<file path="src/bdc_map.svh">
// Contract
// Bias code is taken from code register bits 11 to 0.
// Zero-level code is taken from code register bits 17 to 12.
// On a 16 MHz system clock a code write reaches outputs after ten cycles.
// On a 32 kHz system clock a code write reaches outputs after one cycle.
// Controller waits the update latency before relying on output or sleeping.
// Normal mode closes switches two and three, opens zero, one and four.
// Diagnostic mode closes switches zero and four, opens all others.
// Diagnostic mode routes zero-level output to the high speed TIA.
// Override bit makes each switch follow its own low switch-control bit.
// Waveform generator as code source needs the 32 kHz system clock.
// Bias output spans 0.2 V to 2.4 V linearly; code zero is 0.2 V.
// One zero-level step equals sixty-four bias steps.
// Upper bias bits pick a main-string resistor; lower bits pick sub-tap.
// Zero-level sits one bias step low when bias is below zero-level.
// Software decrements bias code when below sixty-four times zero code.
// Four-wire isolated measurement needs common-mode select bit three set.
// Bias-held spectroscopy needs diagnostic mode and front end bit 21 set.
// Reset: config reads 0x2, code and switch control read zero.
// With write enable clear the code register holds zero, ignores writes.
// Power-down, set at reset, powers the DAC off and opens all switches.
// Config bit six picks code source: register or waveform generator.
// During update latency outputs keep the previously applied code.
`ifndef BDC_MAP_SVH
`define BDC_MAP_SVH

`define BDC_OFS_REF_BUF    16'h2050
`define BDC_OFS_CODE       16'h2120
`define BDC_OFS_SW_CTRL    16'h2124
`define BDC_OFS_CONFIG     16'h2128
`define BDC_OFS_CM_SEL     16'h235C

`define BDC_RST_REF_BUF    32'h0000_0000
`define BDC_RST_CODE       18'h0_0000
`define BDC_RST_SW_CTRL    6'h00
`define BDC_RST_CONFIG     7'h02
`define BDC_RST_CM_SEL     32'h0000_0000

`define BDC_CODE_BIAS_LSB  0
`define BDC_CODE_ZERO_LSB  12
`define BDC_ZERO_SCALE_SH  6

`define BDC_LAT_FAST       10
`define BDC_LAT_SLOW       1

`define BDC_BIAS_MIN_UV    200000
`define BDC_BIAS_MAX_UV    2400000

`endif

</file>
<file path="src/bdc_pkg.sv">
package bdc_pkg;

   typedef struct packed {
      logic [5:0]  zero;
      logic [11:0] bias;
   } bdc_code_t;

   typedef struct packed {
      logic src_wavegen;
      logic diag_mode;
      logic zero_mux;
      logic bias_mux;
      logic ref_sel;
      logic power_down;
      logic write_en;
   } bdc_cfg_t;

   typedef struct packed {
      logic       override;
      logic [4:0] sw;
   } bdc_sw_ctrl_t;

   typedef enum logic [1:0] {
      BDC_PH_IDLE  = 2'b00,
      BDC_PH_WRITE = 2'b01,
      BDC_PH_READ  = 2'b11
   } bdc_phase_t;

endpackage

</file>
<file path="src/bdc_top.sv">
`timescale 1ns/100ps
`include "bdc_map.svh"
module bdc_top
   import bdc_pkg::*;
#(
   parameter int LAT_FAST = `BDC_LAT_FAST,
   parameter int LAT_SLOW = `BDC_LAT_SLOW
)(
   input  wire logic        i_mclk,
   input  wire logic        i_srst,
   // AHB-Lite slave
   input  wire logic        i_hsel,
   input  wire logic [31:0] i_haddr,
   input  wire logic [1:0]  i_htrans,
   input  wire logic        i_hwrite,
   input  wire logic [2:0]  i_hsize,
   input  wire logic [31:0] i_hwdata,
   input  wire logic        i_hready,
   output logic             o_hreadyout,
   output logic             o_hresp,
   output logic [31:0]      o_hrdata,
   // System side
   input  wire logic        i_sysclk_is_32k,
   input  wire logic [11:0] i_wavegen_code,
   input  wire logic        i_wavegen_valid,
   // Analog side
   output logic [11:0]      o_bias_code,
   output logic [5:0]       o_zero_code,
   output logic [5:0]       o_main_tap,
   output logic [5:0]       o_sub_tap,
   output logic             o_zero_trim,
   output logic [11:0]      o_zero_fine_steps,
   output logic             o_update_busy,
   output logic [4:0]       o_switch,
   output logic             o_zero_to_hs_tia,
   output logic             o_dac_power_down,
   output logic             o_ref_sel_avdd,
   output logic             o_bias_mux,
   output logic             o_zero_mux,
   output logic [31:0]      o_ref_buf_cfg,
   output logic [31:0]      o_cm_switch_sel
);

   typedef struct packed {
      bdc_phase_t   phase;
      logic [15:0]  addr;
      logic [31:0]  rdata;
      logic         ready;
      logic [31:0]  ref_buf;
      bdc_code_t    code;
      bdc_sw_ctrl_t swc;
      bdc_cfg_t     cfg;
      logic [31:0]  cm_sel;
      logic [4:0]   sw;
      logic         zero_hs;
      logic [5:0]   main_tap;
      logic [5:0]   sub_tap;
   } bdc_top_st_t;

   bdc_top_st_t st_r;
   bdc_top_st_t st_nxt;

   logic         addr_take;
   logic         wr_data;
   logic         code_load;
   bdc_code_t    load_code;
   bdc_code_t    applied;
   logic [4:0]   sw_dec;
   logic         zero_hs_dec;
   logic         lat_busy;
   logic         lat_trim;
   logic [11:0]  lat_fine;

   function automatic logic [31:0] rd_mux(
      input logic [15:0] a,
      input bdc_top_st_t s
   );
      logic [31:0] v;
      v = 32'h0000_0000;
      unique case (a)
         `BDC_OFS_REF_BUF: v = s.ref_buf;
         `BDC_OFS_CODE:    v = {14'h0000, s.code};
         `BDC_OFS_SW_CTRL: v = {26'h000_0000, s.swc};
         `BDC_OFS_CONFIG:  v = {25'h000_0000, s.cfg};
         `BDC_OFS_CM_SEL:  v = s.cm_sel;
         default:          v = 32'h0000_0000;
      endcase
      return v;
   endfunction

   // Address phase accepted: selected NONSEQ or SEQ with bus ready
   assign addr_take = i_hsel & i_htrans[1] & i_hready;
   assign wr_data   = (st_r.phase == BDC_PH_WRITE);

   always_comb begin
      st_nxt    = st_r;
      code_load = 1'b0;
      load_code = st_r.code;

      // Data phase of a write: store into the addressed register
      if (wr_data) begin
         unique case (st_r.addr)
            `BDC_OFS_REF_BUF: begin
               st_nxt.ref_buf = i_hwdata;
            end
            `BDC_OFS_CODE: begin
               if (st_r.cfg.write_en) begin
                  st_nxt.code.bias = i_hwdata[`BDC_CODE_BIAS_LSB +: 12];
                  st_nxt.code.zero = i_hwdata[`BDC_CODE_ZERO_LSB +: 6];
                  code_load = ~st_r.cfg.src_wavegen;
               end
            end
            `BDC_OFS_SW_CTRL: begin
               st_nxt.swc = i_hwdata[5:0];
            end
            `BDC_OFS_CONFIG: begin
               st_nxt.cfg = i_hwdata[6:0];
               if (!st_nxt.cfg.write_en && st_r.code != `BDC_RST_CODE) begin
                  st_nxt.code = `BDC_RST_CODE;
                  code_load   = ~st_nxt.cfg.src_wavegen;
               end
            end
            `BDC_OFS_CM_SEL: begin
               st_nxt.cm_sel = i_hwdata;
            end
            default: begin
            end
         endcase
      end

      // Waveform generator feeds the bias code directly
      if (st_nxt.cfg.src_wavegen) begin
         if (i_wavegen_valid) begin
            code_load      = 1'b1;
            load_code.bias = i_wavegen_code;
            load_code.zero = st_nxt.code.zero;
         end else begin
            code_load = 1'b0;
            load_code = st_nxt.code;
         end
      end else begin
         load_code = st_nxt.code;
      end

      // Address phase: decode and prepare read data
      if (addr_take) begin
         st_nxt.addr  = i_haddr[15:0];
         st_nxt.phase = i_hwrite ? BDC_PH_WRITE : BDC_PH_READ;
         st_nxt.rdata = i_hwrite ? 32'h0000_0000
                                 : rd_mux(i_haddr[15:0], st_nxt);
      end else if (i_hready) begin
         st_nxt.phase = BDC_PH_IDLE;
      end

      st_nxt.ready    = 1'b1;
      st_nxt.sw       = sw_dec;
      st_nxt.zero_hs  = zero_hs_dec;
      st_nxt.main_tap = applied.bias[11:6];
      st_nxt.sub_tap  = applied.bias[5:0];
   end

   always_ff @(posedge i_mclk) begin
      if (i_srst) begin
         st_r          <= '0;
         st_r.ready    <= 1'b1;
         st_r.ref_buf  <= `BDC_RST_REF_BUF;
         st_r.code     <= `BDC_RST_CODE;
         st_r.swc      <= `BDC_RST_SW_CTRL;
         st_r.cfg      <= `BDC_RST_CONFIG;
         st_r.cm_sel   <= `BDC_RST_CM_SEL;
      end else begin
         st_r <= st_nxt;
      end
   end

   bdc_switch_decode u_sw (
      .i_cfg     (st_nxt.cfg),
      .i_swc     (st_nxt.swc),
      .o_sw      (sw_dec),
      .o_zero_hs (zero_hs_dec)
   );

   bdc_update_latch #(
      .LAT_FAST (LAT_FAST),
      .LAT_SLOW (LAT_SLOW)
   ) u_lat (
      .i_mclk      (i_mclk),
      .i_srst      (i_srst),
      .i_load      (code_load),
      .i_code      (load_code),
      .i_is_32k    (i_sysclk_is_32k),
      .o_code      (applied),
      .o_busy      (lat_busy),
      .o_zero_trim (lat_trim),
      .o_zero_fine (lat_fine)
   );

   assign o_hreadyout       = st_r.ready;
   assign o_hresp           = 1'b0;
   assign o_hrdata          = st_r.rdata;

   // Code zero is the 0.2 V end of the linear span
   assign o_bias_code       = applied.bias;
   assign o_zero_code       = applied.zero;
   assign o_main_tap        = st_r.main_tap;
   assign o_sub_tap         = st_r.sub_tap;
   assign o_zero_trim       = lat_trim;
   assign o_zero_fine_steps = lat_fine;
   assign o_update_busy     = lat_busy;

   assign o_switch          = st_r.sw;
   assign o_zero_to_hs_tia  = st_r.zero_hs;
   assign o_dac_power_down  = st_r.cfg.power_down;
   assign o_ref_sel_avdd    = st_r.cfg.ref_sel;
   assign o_bias_mux        = st_r.cfg.bias_mux;
   assign o_zero_mux        = st_r.cfg.zero_mux;
   assign o_ref_buf_cfg     = st_r.ref_buf;
   assign o_cm_switch_sel   = st_r.cm_sel;

endmodule

</file>
<file path="src/bdc_switch_decode.sv">
`timescale 1ns/100ps
module bdc_switch_decode
   import bdc_pkg::*;
(
   input  wire bdc_cfg_t     i_cfg,
   input  wire bdc_sw_ctrl_t i_swc,
   output logic [4:0]        o_sw,
   output logic              o_zero_hs
);
   localparam logic [4:0] NORMAL_SET = 5'h0C;
   localparam logic [4:0] DIAG_SET   = 5'h11;

   genvar g;
   generate
      for (g = 0; g < 5; g++) begin : g_sw
         always_comb begin
            if (i_cfg.power_down) begin
               o_sw[g] = 1'b0;
            end else if (i_swc.override) begin
               o_sw[g] = i_swc.sw[g];
            end else if (i_cfg.diag_mode) begin
               o_sw[g] = DIAG_SET[g];
            end else begin
               o_sw[g] = NORMAL_SET[g];
            end
         end
      end
   endgenerate

   always_comb begin
      o_zero_hs = i_cfg.diag_mode & ~i_cfg.power_down;
   end
endmodule

</file>
<file path="src/bdc_update_latch.sv">
`timescale 1ns/100ps
`include "bdc_map.svh"
module bdc_update_latch
   import bdc_pkg::*;
#(
   parameter int LAT_FAST = `BDC_LAT_FAST,
   parameter int LAT_SLOW = `BDC_LAT_SLOW
)(
   input  wire logic      i_mclk,
   input  wire logic      i_srst,
   input  wire logic      i_load,
   input  wire bdc_code_t i_code,
   input  wire logic      i_is_32k,
   output bdc_code_t      o_code,
   output logic           o_busy,
   output logic           o_zero_trim,
   output logic [11:0]    o_zero_fine
);
   generate
      if (LAT_FAST < 1 || LAT_FAST > 15 || LAT_SLOW < 1 || LAT_SLOW > 15)
      begin : g_chk
         $error("bdc_update_latch: latency must be 1 to 15");
      end
   endgenerate

   localparam logic [3:0] CNT_FAST = 4'(LAT_FAST - 1);
   localparam logic [3:0] CNT_SLOW = 4'(LAT_SLOW - 1);

   typedef struct packed {
      bdc_code_t   pend;
      logic [3:0]  cnt;
      logic        busy;
      bdc_code_t   applied;
      logic        trim;
      logic [11:0] fine;
   } bdc_lat_st_t;

   bdc_lat_st_t st_r;
   bdc_lat_st_t st_nxt;
   logic [11:0] zero_scaled;

   always_comb begin
      st_nxt = st_r;
      zero_scaled = 12'h000;
      if (i_load) begin
         st_nxt.pend = i_code;
         st_nxt.busy = 1'b1;
         st_nxt.cnt  = i_is_32k ? CNT_SLOW : CNT_FAST;
      end else if (st_r.busy) begin
         if (st_r.cnt == 4'h0) begin
            st_nxt.applied = st_r.pend;
            st_nxt.busy    = 1'b0;
         end else begin
            st_nxt.cnt = st_r.cnt - 4'h1;
         end
      end
      zero_scaled = {st_nxt.applied.zero, 6'h00};
      st_nxt.trim = st_nxt.applied.bias < zero_scaled;
      st_nxt.fine = zero_scaled - {11'h000, st_nxt.trim};
   end

   always_ff @(posedge i_mclk) begin
      if (i_srst) begin
         st_r <= '0;
      end else begin
         st_r <= st_nxt;
      end
   end

   assign o_code      = st_r.applied;
   assign o_busy      = st_r.busy;
   assign o_zero_trim = st_r.trim;
   assign o_zero_fine = st_r.fine;
endmodule

</file>
<file path="config.mk">
export PLATFORM = sky130hd
export DESIGN_NAME = bdc_top
export DESIGN_NICKNAME = d
export VERILOG_FILES = /design/src/bdc_pkg.sv /design/src/bdc_top.sv /design/src/bdc_switch_decode.sv /design/src/bdc_update_latch.sv
export VERILOG_INCLUDE_DIRS = /design/src
export SDC_FILE = /design/constraint.sdc
export NUM_CORES = 1
export LEC_CHECK = 0
export BUFFER_PORTS_ARGS = -buffer_cell sky130_fd_sc_hd__buf_2
export CORE_ASPECT_RATIO = 1.4
export CORE_UTILIZATION = 54
export CTS_CLUSTER_DIAMETER = 50
export CTS_CLUSTER_SIZE = 12
export DETAILED_ROUTE_END_ITERATION = 16
export PLACE_DENSITY_LB_ADDON = 0.3
export RECOVER_POWER = 25
export SLEW_MARGIN = 20
export SYNTH_ARGS = -nofsm -noshare
export SYNTH_HDL_FRONTEND = slang
export SYNTH_HIERARCHICAL = 1
export SYNTH_SLANG_ARGS = --single-unit
export TNS_END_PERCENT = 30
</file>
<file path="constraint.sdc">
create_clock -name i_mclk -period 5.6 [get_ports i_mclk]
set_clock_uncertainty 0.2 [all_clocks]
set_input_delay 1.12 -clock i_mclk [delete_from_list [all_inputs] [get_ports i_mclk]]
set_output_delay 1.12 -clock i_mclk [all_outputs]
set_load 0.05 [all_outputs]
</file>
* Word-level counts from Yosys, hierarchy flattened
Cells that the tools add are included.
Storage, ports and cells: bits in registers 218
Cells by class: reduce and logical (&&, ||, !) cells 9, bitwise operators 7, add/sub/neg operators 2, equal/unequal tests 12, muxes and demuxes 33, $lt $le $gt $ge 1
Operators by type and width (count):
- equality test 16 x 14 -> 1 bit (second input constant) | 10
- case mux 32 bit (5 select lines) | 1
- two-way mux 32 bit | 3
- two-way mux 95 bit | 1
- two-way mux 18 bit | 3
- case mux 18 bit (2 select lines) | 1
- two-way mux 12 bit | 2
- two-way mux 23 bit | 1
- two-way mux 19 bit | 1
- nonzero test 18 bit | 1
- < comparator 12 bit | 1
- subtractor 12 x 1 -> 12 bit | 1
- two-way mux 1 bit | 11
- two-way mux 4 bit | 2
- two-way mux 7 bit | 1
- two-way mux 2 bit | 3
- two-way mux 6 bit | 1
- two-way mux 5 bit | 1
- logical NOT 4 bit | 1
- inverter 1 bit | 4
- nonzero test 2 bit | 2
- subtractor 4 x 1 -> 4 bit (second input constant) | 1
- bitwise AND 1 bit | 3
- OR reduction 3 bit | 1
- other kinds (7) | 7

* Longest topological paths before layout
Gate-level depths: netlist of the first run.
word-level depth 9, mapped depth 22

* Cells and area by module
Netlist of the first run, hierarchy kept.
Modules (own cells, without submodules):
- bdc_top | cells each 863, sequential area each 3263.1 µm², instances 1, area each 7638.6 µm²
- bdc_update_latch | cells each 249, sequential area each 960.9 µm², instances 1, area each 2240.9 µm²
- bdc_switch_decode | cells each 12, sequential area each 0.0 µm², instances 1, area each 62.6 µm²

* Worst setup path before layout of the first run
Ideal clock, no wire load.
kind reg-to-reg, start reg st_r[161] (netlist name), end reg u_lat.st_r (netlist bit u_lat/o_zero_fine[11]), cell stages (with the launch flop) 20, setup slack 0.645 ns, library setup time 0.121 ns, data required time 5.279 ns, arrival time 4.633 ns, cells stage by stage dfxtp_1 > or4b_4 > or4_1 > buf_2 > o31ai_1 > a21bo_1 > buf_2 > nand2_1 > buf_6 > inv_1 > nand4_4 > buf_2 > mux2i_1 > ha_1 > nand2_1 > a41oi_1 > a22oi_1 > a211oi_2 > or3_4 > mux2_4
On the way: longest elaborated chain between the ends 7
RTL lines:
- start: declaration | RTL line bdc_top.sv:60 | bdc_top_st_t st_r;
- start signal: assignment | RTL line bdc_top.sv:172 | st_r <= st_nxt;
- equality test 16 x 14 -> 1 bit | RTL line bdc_top.sv:102 | unique case (st_r.addr)
- case mux 1 bit (2 select lines) or two-way mux 7 bit (tied branches) | RTL line bdc_top.sv:102
- two-way mux 1 bit or two-way mux 95 bit (tied branches) | RTL line bdc_top.sv:101 | if (wr_data) begin
- two-way mux 1 bit * | RTL line bdc_top.sv:132 | if (st_nxt.cfg.src_wavegen) begin
- named net code_load | RTL line bdc_top.sv:65 | logic code_load;
- two-way mux 18 bit * | RTL line bdc_update_latch.sv:45 | if (i_load) begin
- < comparator 12 bit | RTL line bdc_update_latch.sv:58 | st_nxt.trim = st_nxt.applied.bias < zero_scaled;
- subtractor 12 x 1 -> 12 bit * | RTL line bdc_update_latch.sv:59 | st_nxt.fine = zero_scaled - {11'h000, st_nxt.trim};
- end signal: assignment | RTL line bdc_update_latch.sv:66 | st_r <= st_nxt;
- end: declaration | RTL line bdc_update_latch.sv:38 | bdc_lat_st_t st_r;
The timed path passes the listed nets; every way through them passes the cells marked *. A chain may end at the register's enable or synchronous reset.

* Final worst setup path of the first run
start reg st_r[146] (netlist name), end reg u_lat.st_r (netlist bit u_lat/o_zero_fine[7])
The elaborated chain is that of the path after synthesis.

==> impl_results.md, run 1 <==
* Run status: completed
* DRC Markers at 0
* Via count at 7969
* Clk sinks at ~210
* Most frequent cells in the layout: dfxtp_1, buf_2, nand2_1, nor2_1, a21oi_1
* Clock transition at path regs at 0.06 ns
* Max-slew headroom at 9.48%
* Setup_tns at 0 ns
* Root Buffer: clkbuf_16
* Post-synthesis cell area at ~9900 µm²
* Mapped Nets at 1217
* Met3 GRT Util at 5.51%
* RSZ-0062 raised after global routing: no
* Via density at 5.67
* Ys Warns at 6
* Fin crit share at 91.6%
* Fmax at 0.195 GHz
* TritonCTS clock tree: yes
* WL final at 25700 µm
* Initial antenna violation count at 3
* Gr busiest metal: met2
* Met2 Use GR at 46.9%
* First-pass GRT wire length at 39500 µm
* Final hold vios at 0
* Max Root-Sink Buffers at 3
* Mean routed wirelength per cell at 18.3 µm
* GR Util met1 at between 30% and 40%
* Core footprint at 18000 µm²
* Skew-Pair Late Insertion Delay at 0.50 ns
* Worst hold path class: reg2reg
* Drt initial violations at 580
* Final setup viols at 0
* CTS Hold Buffers Added at 0
* Post-Syn Instances at 1123
* Fill count at 1698
* Final net count at 1257
* Finished Cell Area at ~11000 µm²
* Die height at 163 µm
* Crit end category: flip-flop
* Starting Density at 55.2%
* GRT overflow at 0
* Hold_ws at around 0.25 ns
* Final Critical Period at 5.13 ns
* Global-route usage over all layers at 26.6%
* Vias in the first global route at 7666
* Crit Path Max Fanout at 10
* Critical Setup Path Class: reg2reg
* H-tree Lvls at 1
* Largest net degree at the start of global routing at 104
* PwrDens at about 270 nW/µm²
* Post-CTS setup buffers at 0
* Worst Setup Start Kind: flip-flop
* Cts bufs inserted at 21
* Syn avg cell area at 8.85 µm²
* LEAKAGE at 4.30 nW
* GP Congestion at ~0.89
* Area grow syn2layout at 6.02%
* Max Cap Viol at 0
* Final Max Slew Viols at 0
* Final HPWL DP at 18100 µm
* Power, Total at around 2.8 mW
* Router iterations before antenna repair at 6
* Die W at between 100 and 150 µm
* Boundary Pins at 240
* DP Area at a little over 10000 µm²
* Tightest Pin Transition at 1.35 ns
* Worst Path Arrival at between 5 and 6 ns
* Final core utilization at 58.5%
* PortBufs at 217
* Max VDD drop at 0.227 mV
* Layout cell share with drive strength beyond 1 at 20.4%
* Commonest non-fill, non-tap cell in the layout: dfxtp_1
* Num rows at 58
* Die Area at ~19000 µm²
* Worst EP required at about 5.8 ns
* Post-DRT Antenna Nets at 0
[worst paths after layout]
check	end	slack, ns	start	cells past startpoint
worst max register to register	u_lat/o_zero_fine[7]$_SDFF_PP0_	0.47	st_r[146]$_SDFFE_PP0P_	17
worst min-delay path	st_r[157]$_SDFFE_PP0P_	0.25	st_r[157]$_SDFFE_PP0P_	2
worst max-delay path	u_lat/o_zero_fine[7]$_SDFF_PP0_	0.47	st_r[146]$_SDFFE_PP0P_	17
worst min register to register	st_r[157]$_SDFFE_PP0P_	0.25	st_r[157]$_SDFFE_PP0P_	2
[power breakdown]
group | leakage (nW) | internal, mW | switching (mW) | total [mW]
Combinational | 2.33 | 0.0275 | 0.0654 | 0.0929
Sequential | 1.70 | 1.51 | 0.00433 | 1.51
Clock | 0.274 | 0.678 | 0.549 | 1.23
[critical path: stages, from the launching register on]
cell      delay, ns
dfxtp_1        0.31
or4_1          0.62
or4_1          0.65
o31ai_1        0.42
a21bo_1        0.18
nand2_1        0.22
inv_1          0.23
nand4_4        0.22
mux2i_2        0.40
ha_1           0.21
nand2_1        0.05
a41oi_1        0.16
a22oi_1        0.10
a211oi_2       0.50
nor2_1         0.11
ha_1           0.21
xor2_1         0.14
nor2_1         0.05
[through the flow]
| step | std cells | worst slack [ns] |
|---|---|---|
| floorplan | 1123 | 0.706 |
| finish | 1405 | 0.471 |
| global route | 1405 | 0.0455 |
| detailed placement | 1380 | 0.491 |
| CTS | 1404 | 0.439 |
| global placement | 1380 | 0.559 |
[sequential cells by signal (all words and copies together), names as in the netlist, 5 cells and up]
signal / flops
u_lat/st_r: 22
o_cm_switch_sel: 32
o_sub_tap: 6
st_r: 45
o_hrdata: 32
u_lat/o_code: 18
u_lat/o_zero_fine: 7
o_switch: 5
o_main_tap: 6
o_ref_buf_cfg: 32
[final cells by class]
cell class / instances / area, µm² / area share, %
diodes: 1 / 2.50 / 0.0238
clock buffers: 22 / 539 / 5.12
clock inverters: 2 / 13.8 / 0.131
inverters: 15 / 56.3 / 0.534
multi-input cells: 685 / 4300 / 40.8
flip-flops and latches: 211 / 4220 / 40.1
well taps: 240 / 300 / 2.85
repair buffers: 229 / 1100 / 10.4
[what timing repair did]
action / CTS / global route
hold endpoints to repair: 0 / 0
gates resized for setup: 0 / 1
setup endpoints to repair: 0 / 3
[layer usage]
metal / share of wire (%) / vias to the layer above / routed length [µm]
met4: 3.0 / 2 / 779
met3: 8.2 / 54 / 2110
met2: 50 / 333 / 12800
met5: 0.051 / - / 13
met1: 39 / 3726 / 9980
li1: - / 3854 / -
Power figures use the tool's default switching activity.
==> inputs of run 2 (changes only) <==
--- a/config.mk
+++ b/config.mk
@@ -8,10 +8,11 @@
 export LEC_CHECK = 0
 export BUFFER_PORTS_ARGS = -buffer_cell sky130_fd_sc_hd__buf_2
 export CORE_ASPECT_RATIO = 1.4
-export CORE_UTILIZATION = 54
+export CORE_UTILIZATION = 40
 export CTS_CLUSTER_DIAMETER = 50
 export CTS_CLUSTER_SIZE = 12
 export DETAILED_ROUTE_END_ITERATION = 16
+export GPL_ROUTABILITY_DRIVEN = 0
 export PLACE_DENSITY_LB_ADDON = 0.3
 export RECOVER_POWER = 25
 export SLEW_MARGIN = 20
==> constraint.sdc (replaced) <==
create_clock -name i_mclk -period 5.6 [get_ports i_mclk]
set_clock_uncertainty 0.2 [all_clocks]
set_input_delay 0.56 -clock i_mclk [delete_from_list [all_inputs] [get_ports i_mclk]]
set_output_delay 0.56 -clock i_mclk [all_outputs]
set_load 0.05 [all_outputs]
==> impl_results.md, run 2 (synthesized netlist as in run 1, its figures left out) <==
* Final net count at roughly 1300
* Layout cell share with drive strength beyond 1 at 20.7%
* Final hold vios at 0
* Fill count at 2394
* Max Cap Viol at 0
* Worst path cell trace: or4_1 -> or4_1 -> o31ai_1 -> a21bo_1 -> nand2_1 -> inv_1 -> nand4_4 -> mux2i_1 -> ha_1 -> nand2_1 -> a41oi_1 -> a22oi_1 -> a211oi_2 -> nor2_1 -> ha_1 -> xor2_1 -> nor2_1
* Worst Path Arrival at 5.39 ns
* Area grow syn2layout at 9.68%
* Sw Ratio at 22.3%
* Post-DRT Antenna Nets at 0
* Seq pwr share at a little under half
* Die height at 189 µm
* Internal power at 2.51 mW
* Router iterations before antenna repair at 5
* PortBufs at 217
* Multi-input combinational cell area at between 4000 and 5000 µm²
* WP depth at 17
* Fmax at 0.192 GHz
* Clock share of power at about half
* Worst hold path class: in2reg
* Die W at 135 µm
* R2R cell count at 17
* Final core utilization at between 40% and 50%
* Worst Path Buf+Inv at 1
* Final Critical Period at 5.20 ns
* Hold_ws at ~0.086 ns
* Vias in the first global route at between 7000 and 8000
* Post-route insts no fill at between 1000 and 1500
* Post-Place Worst Slack at between 0.4 and 0.5 ns
* CP max-delay cell: or4_1
* DP Area at 10200 µm²
* Seq. cell area at 4220 µm²
* CTS Hold Buffers Added at 0
* Cts bufs inserted at 26
* WL final at 27400 µm
* Skew-Pair Late Insertion Delay at 0.52 ns
* Via density at 5.35
* Boundary Pins at 240
* Most frequent cells in the layout: dfxtp_1, buf_2, nand2_1, nor2_1, a21oi_1
* H-tree Lvls at 1
* Comb power frac at under 10%
* Crit path to: u_lat/o_zero_fine[7]$_SDFF_PP0_
* Power, Total at 3.23 mW
* Setup_tns at 0 ns
* RR Endpoint: u_lat/o_zero_fine[7]$_SDFF_PP0_
* Post-CTS setup buffers at 0
* Global-route usage over all layers at 20.7%
* First-pass GRT wire length at 41700 µm
* Clock transition at path regs at ~0.060 ns
* GRT overflow at 0
* Finished Cell Area at around 11000 µm²
* Worst EP required at 5.78 ns
* Critical Setup Path Class: reg2reg
* Crit-path leading delay family: simple AND/OR/NAND/NOR gates
* Top reg by flops: st_r
* Via count at 7986
* Crit path from: st_r[146]$_SDFFE_PP0P_
* Post-Place Cells at 1451
* Initial antenna violation count at 4
* Max-slew headroom at 27.3%
* Commonest non-fill, non-tap cell in the layout: dfxtp_1
* Worst Setup Start Kind: flip-flop
* Max FFs per register at 45
* DRC Markers at 0
* Largest net degree at the start of global routing at 106
* Final setup viols at 0
* Fin crit share at 92.9%
* Num rows at 67
* Crit Path Max Fanout at 12
* Highest cell delay on the worst timing path at between 0.6 and 0.7 ns
* Clk sinks at 211
* Reg2Reg Launch Point: st_r[146]$_SDFFE_PP0P_
* Die Area at approximately 25000 µm²
* LEAKAGE at between 4 and 5 nW
* Max VDD drop at 0.232 mV
* Drt initial violations at 451
* Sw power at 0.722 mW
* Mean routed wirelength per cell at 18.4 µm
* RSZ-0062 raised after global routing: no
* Crit end category: flip-flop
* Core footprint at 24100 µm²
* Worst reg-to-reg setup slack at approximately 0.40 ns
* Final Max Slew Viols at 0
* Final worst slack at 0.397 ns
* Tightest Pin Transition at between 1 and 1.5 ns
* Run status: completed
* Final HPWL DP at 19400 µm
* Root Buffer: clkbuf_16
* TritonCTS clock tree: yes
* PwrDens at 297 nW/µm²
* Max Root-Sink Buffers at 3
* Starting Density at 41.2%
* Post-CTS Resized at 0
run 2: worst register-to-register path, stage by stage (launching register included):
cell and delay, ns:
dfxtp_1 0.31, or4_1 0.62, or4_1 0.64, o31ai_1 0.38
a21bo_1 0.18, nand2_1 0.21, inv_1 0.22, nand4_4 0.23
mux2i_1 0.48, ha_1 0.22, nand2_1 0.05, a41oi_1 0.17
a22oi_1 0.11, a211oi_2 0.50, nor2_1 0.13, ha_1 0.21
xor2_1 0.15, nor2_1 0.05
run 2: metal layers:
metal / up-vias / part of all wire, % / global-route usage, %
li1: 3876 / - / -
met5: - / 0.12 / 0
met1: 3723 / 40 / 24.2
met4: 6 / 3.1 / 7.52
met2: 324 / 49 / 37.2
met3: 57 / 7.6 / 3.79
run 2: power groups by stage:
stage,Combinational [mW],Clock [mW],Sequential [mW]
finish,0.0967,1.63,1.51
global route,0.105,1.72,1.51
CTS,0.0959,1.67,1.51
detailed placement,0.0953,0,1.54
global placement,0.0952,0,1.54
floorplan,0.0465,0,1.54
run 2: worst min-delay path by stage:
stage                                    from                         to  cells past startpoint
floorplan           o_hrdata[16]$_SDFFE_PP0P_  o_hrdata[16]$_SDFFE_PP0P_                      2
global placement    o_hrdata[17]$_SDFFE_PP0P_  o_hrdata[17]$_SDFFE_PP0P_                      2
detailed placement   o_hrdata[7]$_SDFFE_PP0P_   o_hrdata[7]$_SDFFE_PP0P_                      2
CTS                               i_haddr[13]     st_r[159]$_SDFFE_PP0P_                      3
global route                      i_haddr[13]     st_r[159]$_SDFFE_PP0P_                      3
finish                            i_haddr[13]     st_r[159]$_SDFFE_PP0P_                      3
run 2: cell type report:
| class | instances | area share (%) |
|---|---|---|
| antenna | 1 | 0.0230 |
| multi-input combinational | 685 | 39.5 |
| tap | 310 | 3.56 |
| timing repair buffer | 230 | 10.0 |
| clock inverter | 11 | 1.21 |
| sequential | 211 | 38.8 |
| clock buffer | 29 | 6.36 |
| inverter | 15 | 0.517 |
==> inputs of run 3 (changes only) <==
==> constraint.sdc (replaced) <==
create_clock -name i_mclk -period 5.4 [get_ports i_mclk]
set_clock_uncertainty 0.2 [all_clocks]
set_input_delay 0.54 -clock i_mclk [delete_from_list [all_inputs] [get_ports i_mclk]]
set_output_delay 0.54 -clock i_mclk [all_outputs]
set_load 0.05 [all_outputs]
==> impl_results.md, run 3 (synthesized netlist as in run 1, its figures left out) <==
* Post-CTS Resized at 0
* Vias in the first global route at between 7000 and 8000
* Die W at ~140 µm
* Top reg by flops: st_r
* Fmax at a little over 0.2 GHz
* GRT overflow at 0
* Global-route usage over all layers at about a fifth
* Final net count at roughly 1300
* Worst EP required at ~5.6 ns
* Boundary Pins at 240
* Post-Place Worst Slack at approximately 0.46 ns
* Commonest non-fill, non-tap cell in the layout: dfxtp_1
* PwrDens at 304 nW/µm²
* Worst hold path class: in2reg
* Setup_tns at 0 ns
* Die height at 189 µm
* Post-DRT Antenna Nets at 0
* RSZ-0062 raised after global routing: no
* Post-route insts no fill at 1497
* Max Cap Viol at 1
* Root Buffer: clkbuf_16
* Mean routed wirelength per cell at 18.2 µm
* Largest net degree at the start of global routing at roughly 110
* Max Root-Sink Buffers at 3
* Skew-Pair Late Insertion Delay at 0.51 ns
* Layout cell share with drive strength beyond 1 at about 22%
* Router iterations before antenna repair at 6
* Clock transition at path regs at 0.06 ns
* Final Max Slew Viols at 73
* WL final at 27300 µm
* H-tree Lvls at 1
* Num rows at 67
* PortBufs at 217
* DRC Markers at 0
* Post-CTS setup buffers at 0
* Cts bufs inserted at 25
* Drt initial violations at approximately 430
* Fill count at 2429
* Final HPWL DP at about 20000 µm
* Final Critical Period at 4.97 ns
* Final core utilization at between 40% and 50%
* Area grow syn2layout at 9.77%
* Fin crit share at slightly above 90%
* Crit Path Max Fanout at 14
* Post-Place Cells at 1455
* LEAKAGE at 4.45 nW
* Initial antenna violation count at 4
* Starting Density at 41.2%
* Worst Path Arrival at 5.16 ns
* Final worst slack at between 0.4 and 0.5 ns
* Max VDD drop at 0.225 mV
* Tightest Pin Transition at about 3.2 ns
* Power, Total at 3.31 mW
* Run status: finished, violations left
* Clk sinks at 211
* Final setup viols at 0
* Crit end category: flip-flop
* Final hold vios at 0
* Die Area at roughly 25000 µm²
* Failing checks: capacitance limit, slew limit
* Critical Setup Path Class: reg2reg
* Via count at 8056
* CTS Hold Buffers Added at 0
* Most frequent cells in the layout: dfxtp_1, buf_2, nand2_1, nor2_1, a21oi_1
* Max FFs per register at 45
* Worst Setup Start Kind: flip-flop
* TritonCTS clock tree: yes
* Max-slew headroom at -110%
* Core footprint at 24100 µm²
* First-pass GRT wire length at between 40000 and 50000 µm
* Via density at 5.38
-- run 3: critical path, stage by stage, from the launching register on --
cell	delay (ns)
dfxtp_1	0.31
or4_1	0.63
or4_1	0.64
o31ai_1	0.37
a21bo_1	0.18
nand2_1	0.15
inv_1	0.19
nand4_4	0.25
buf_4	0.27
mux2i_1	0.26
ha_1	0.30
a21o_1	0.25
a21o_1	0.22
or3_4	0.34
mux2_4	0.30
-- run 3: final cells by class --
class	instances	area (µm²)	share of cell area (%)
Antenna cell	2	5.00	0.0459
Clock buffer	30	654	6.00
Clock inverter	9	138	1.26
Inverter	15	56.3	0.516
Multi-Input combinational cell	685	4300	39.5
Sequential cell	211	4220	38.7
Tap cell	310	388	3.56
Timing Repair Buffer	235	1140	10.4
-- run 3: final timing paths --
| check | depth (start not counted) | slack (ns) | endpoint | from |
|---|---|---|---|---|
| setup / recovery | 14 | 0.43 | u_lat/o_zero_fine[11]$_SDFF_PP0_ | st_r[146]$_SDFFE_PP0P_ |
| hold / removal | 3 | 0.07 | st_r[159]$_SDFFE_PP0P_ | i_haddr[13] |
| setup reg to reg | 14 | 0.43 | u_lat/o_zero_fine[11]$_SDFF_PP0_ | st_r[146]$_SDFFE_PP0P_ |
| hold reg to reg | 2 | 0.25 | o_hrdata[17]$_SDFFE_PP0P_ | o_hrdata[17]$_SDFFE_PP0P_ |
-- run 3: where the power goes --
group / leakage [nW] / switching, mW / total (mW) / internal (mW)
clock: 0.384 / 0.645 / 1.65 / 1.00
combinational: 2.37 / 0.0709 / 0.0997 / 0.0288
sequential: 1.70 / 0.00429 / 1.57 / 1.56
-- run 3: through the flow --
step	hold slack [ns]	instance area (µm²)
after floorplan	0.226	9940
final	0.0713	10900
after global placement	0.233	10200
after global routing	0.0734	10900
after CTS	0.0571	11000
after detailed placement	0.243	10200
-- run 3: layer usage --
| layer | global-route usage, % | vias to the layer above | share of wire, % |
|---|---|---|---|
| li1 | - | 3895 | - |
| met1 | 24.1 | 3781 | 41 |
| met2 | 36.5 | 304 | 49 |
| met3 | 4.14 | 72 | 6.9 |
| met4 | 9.46 | 4 | 4.0 |
| met5 | 0 | - | 0.084 |
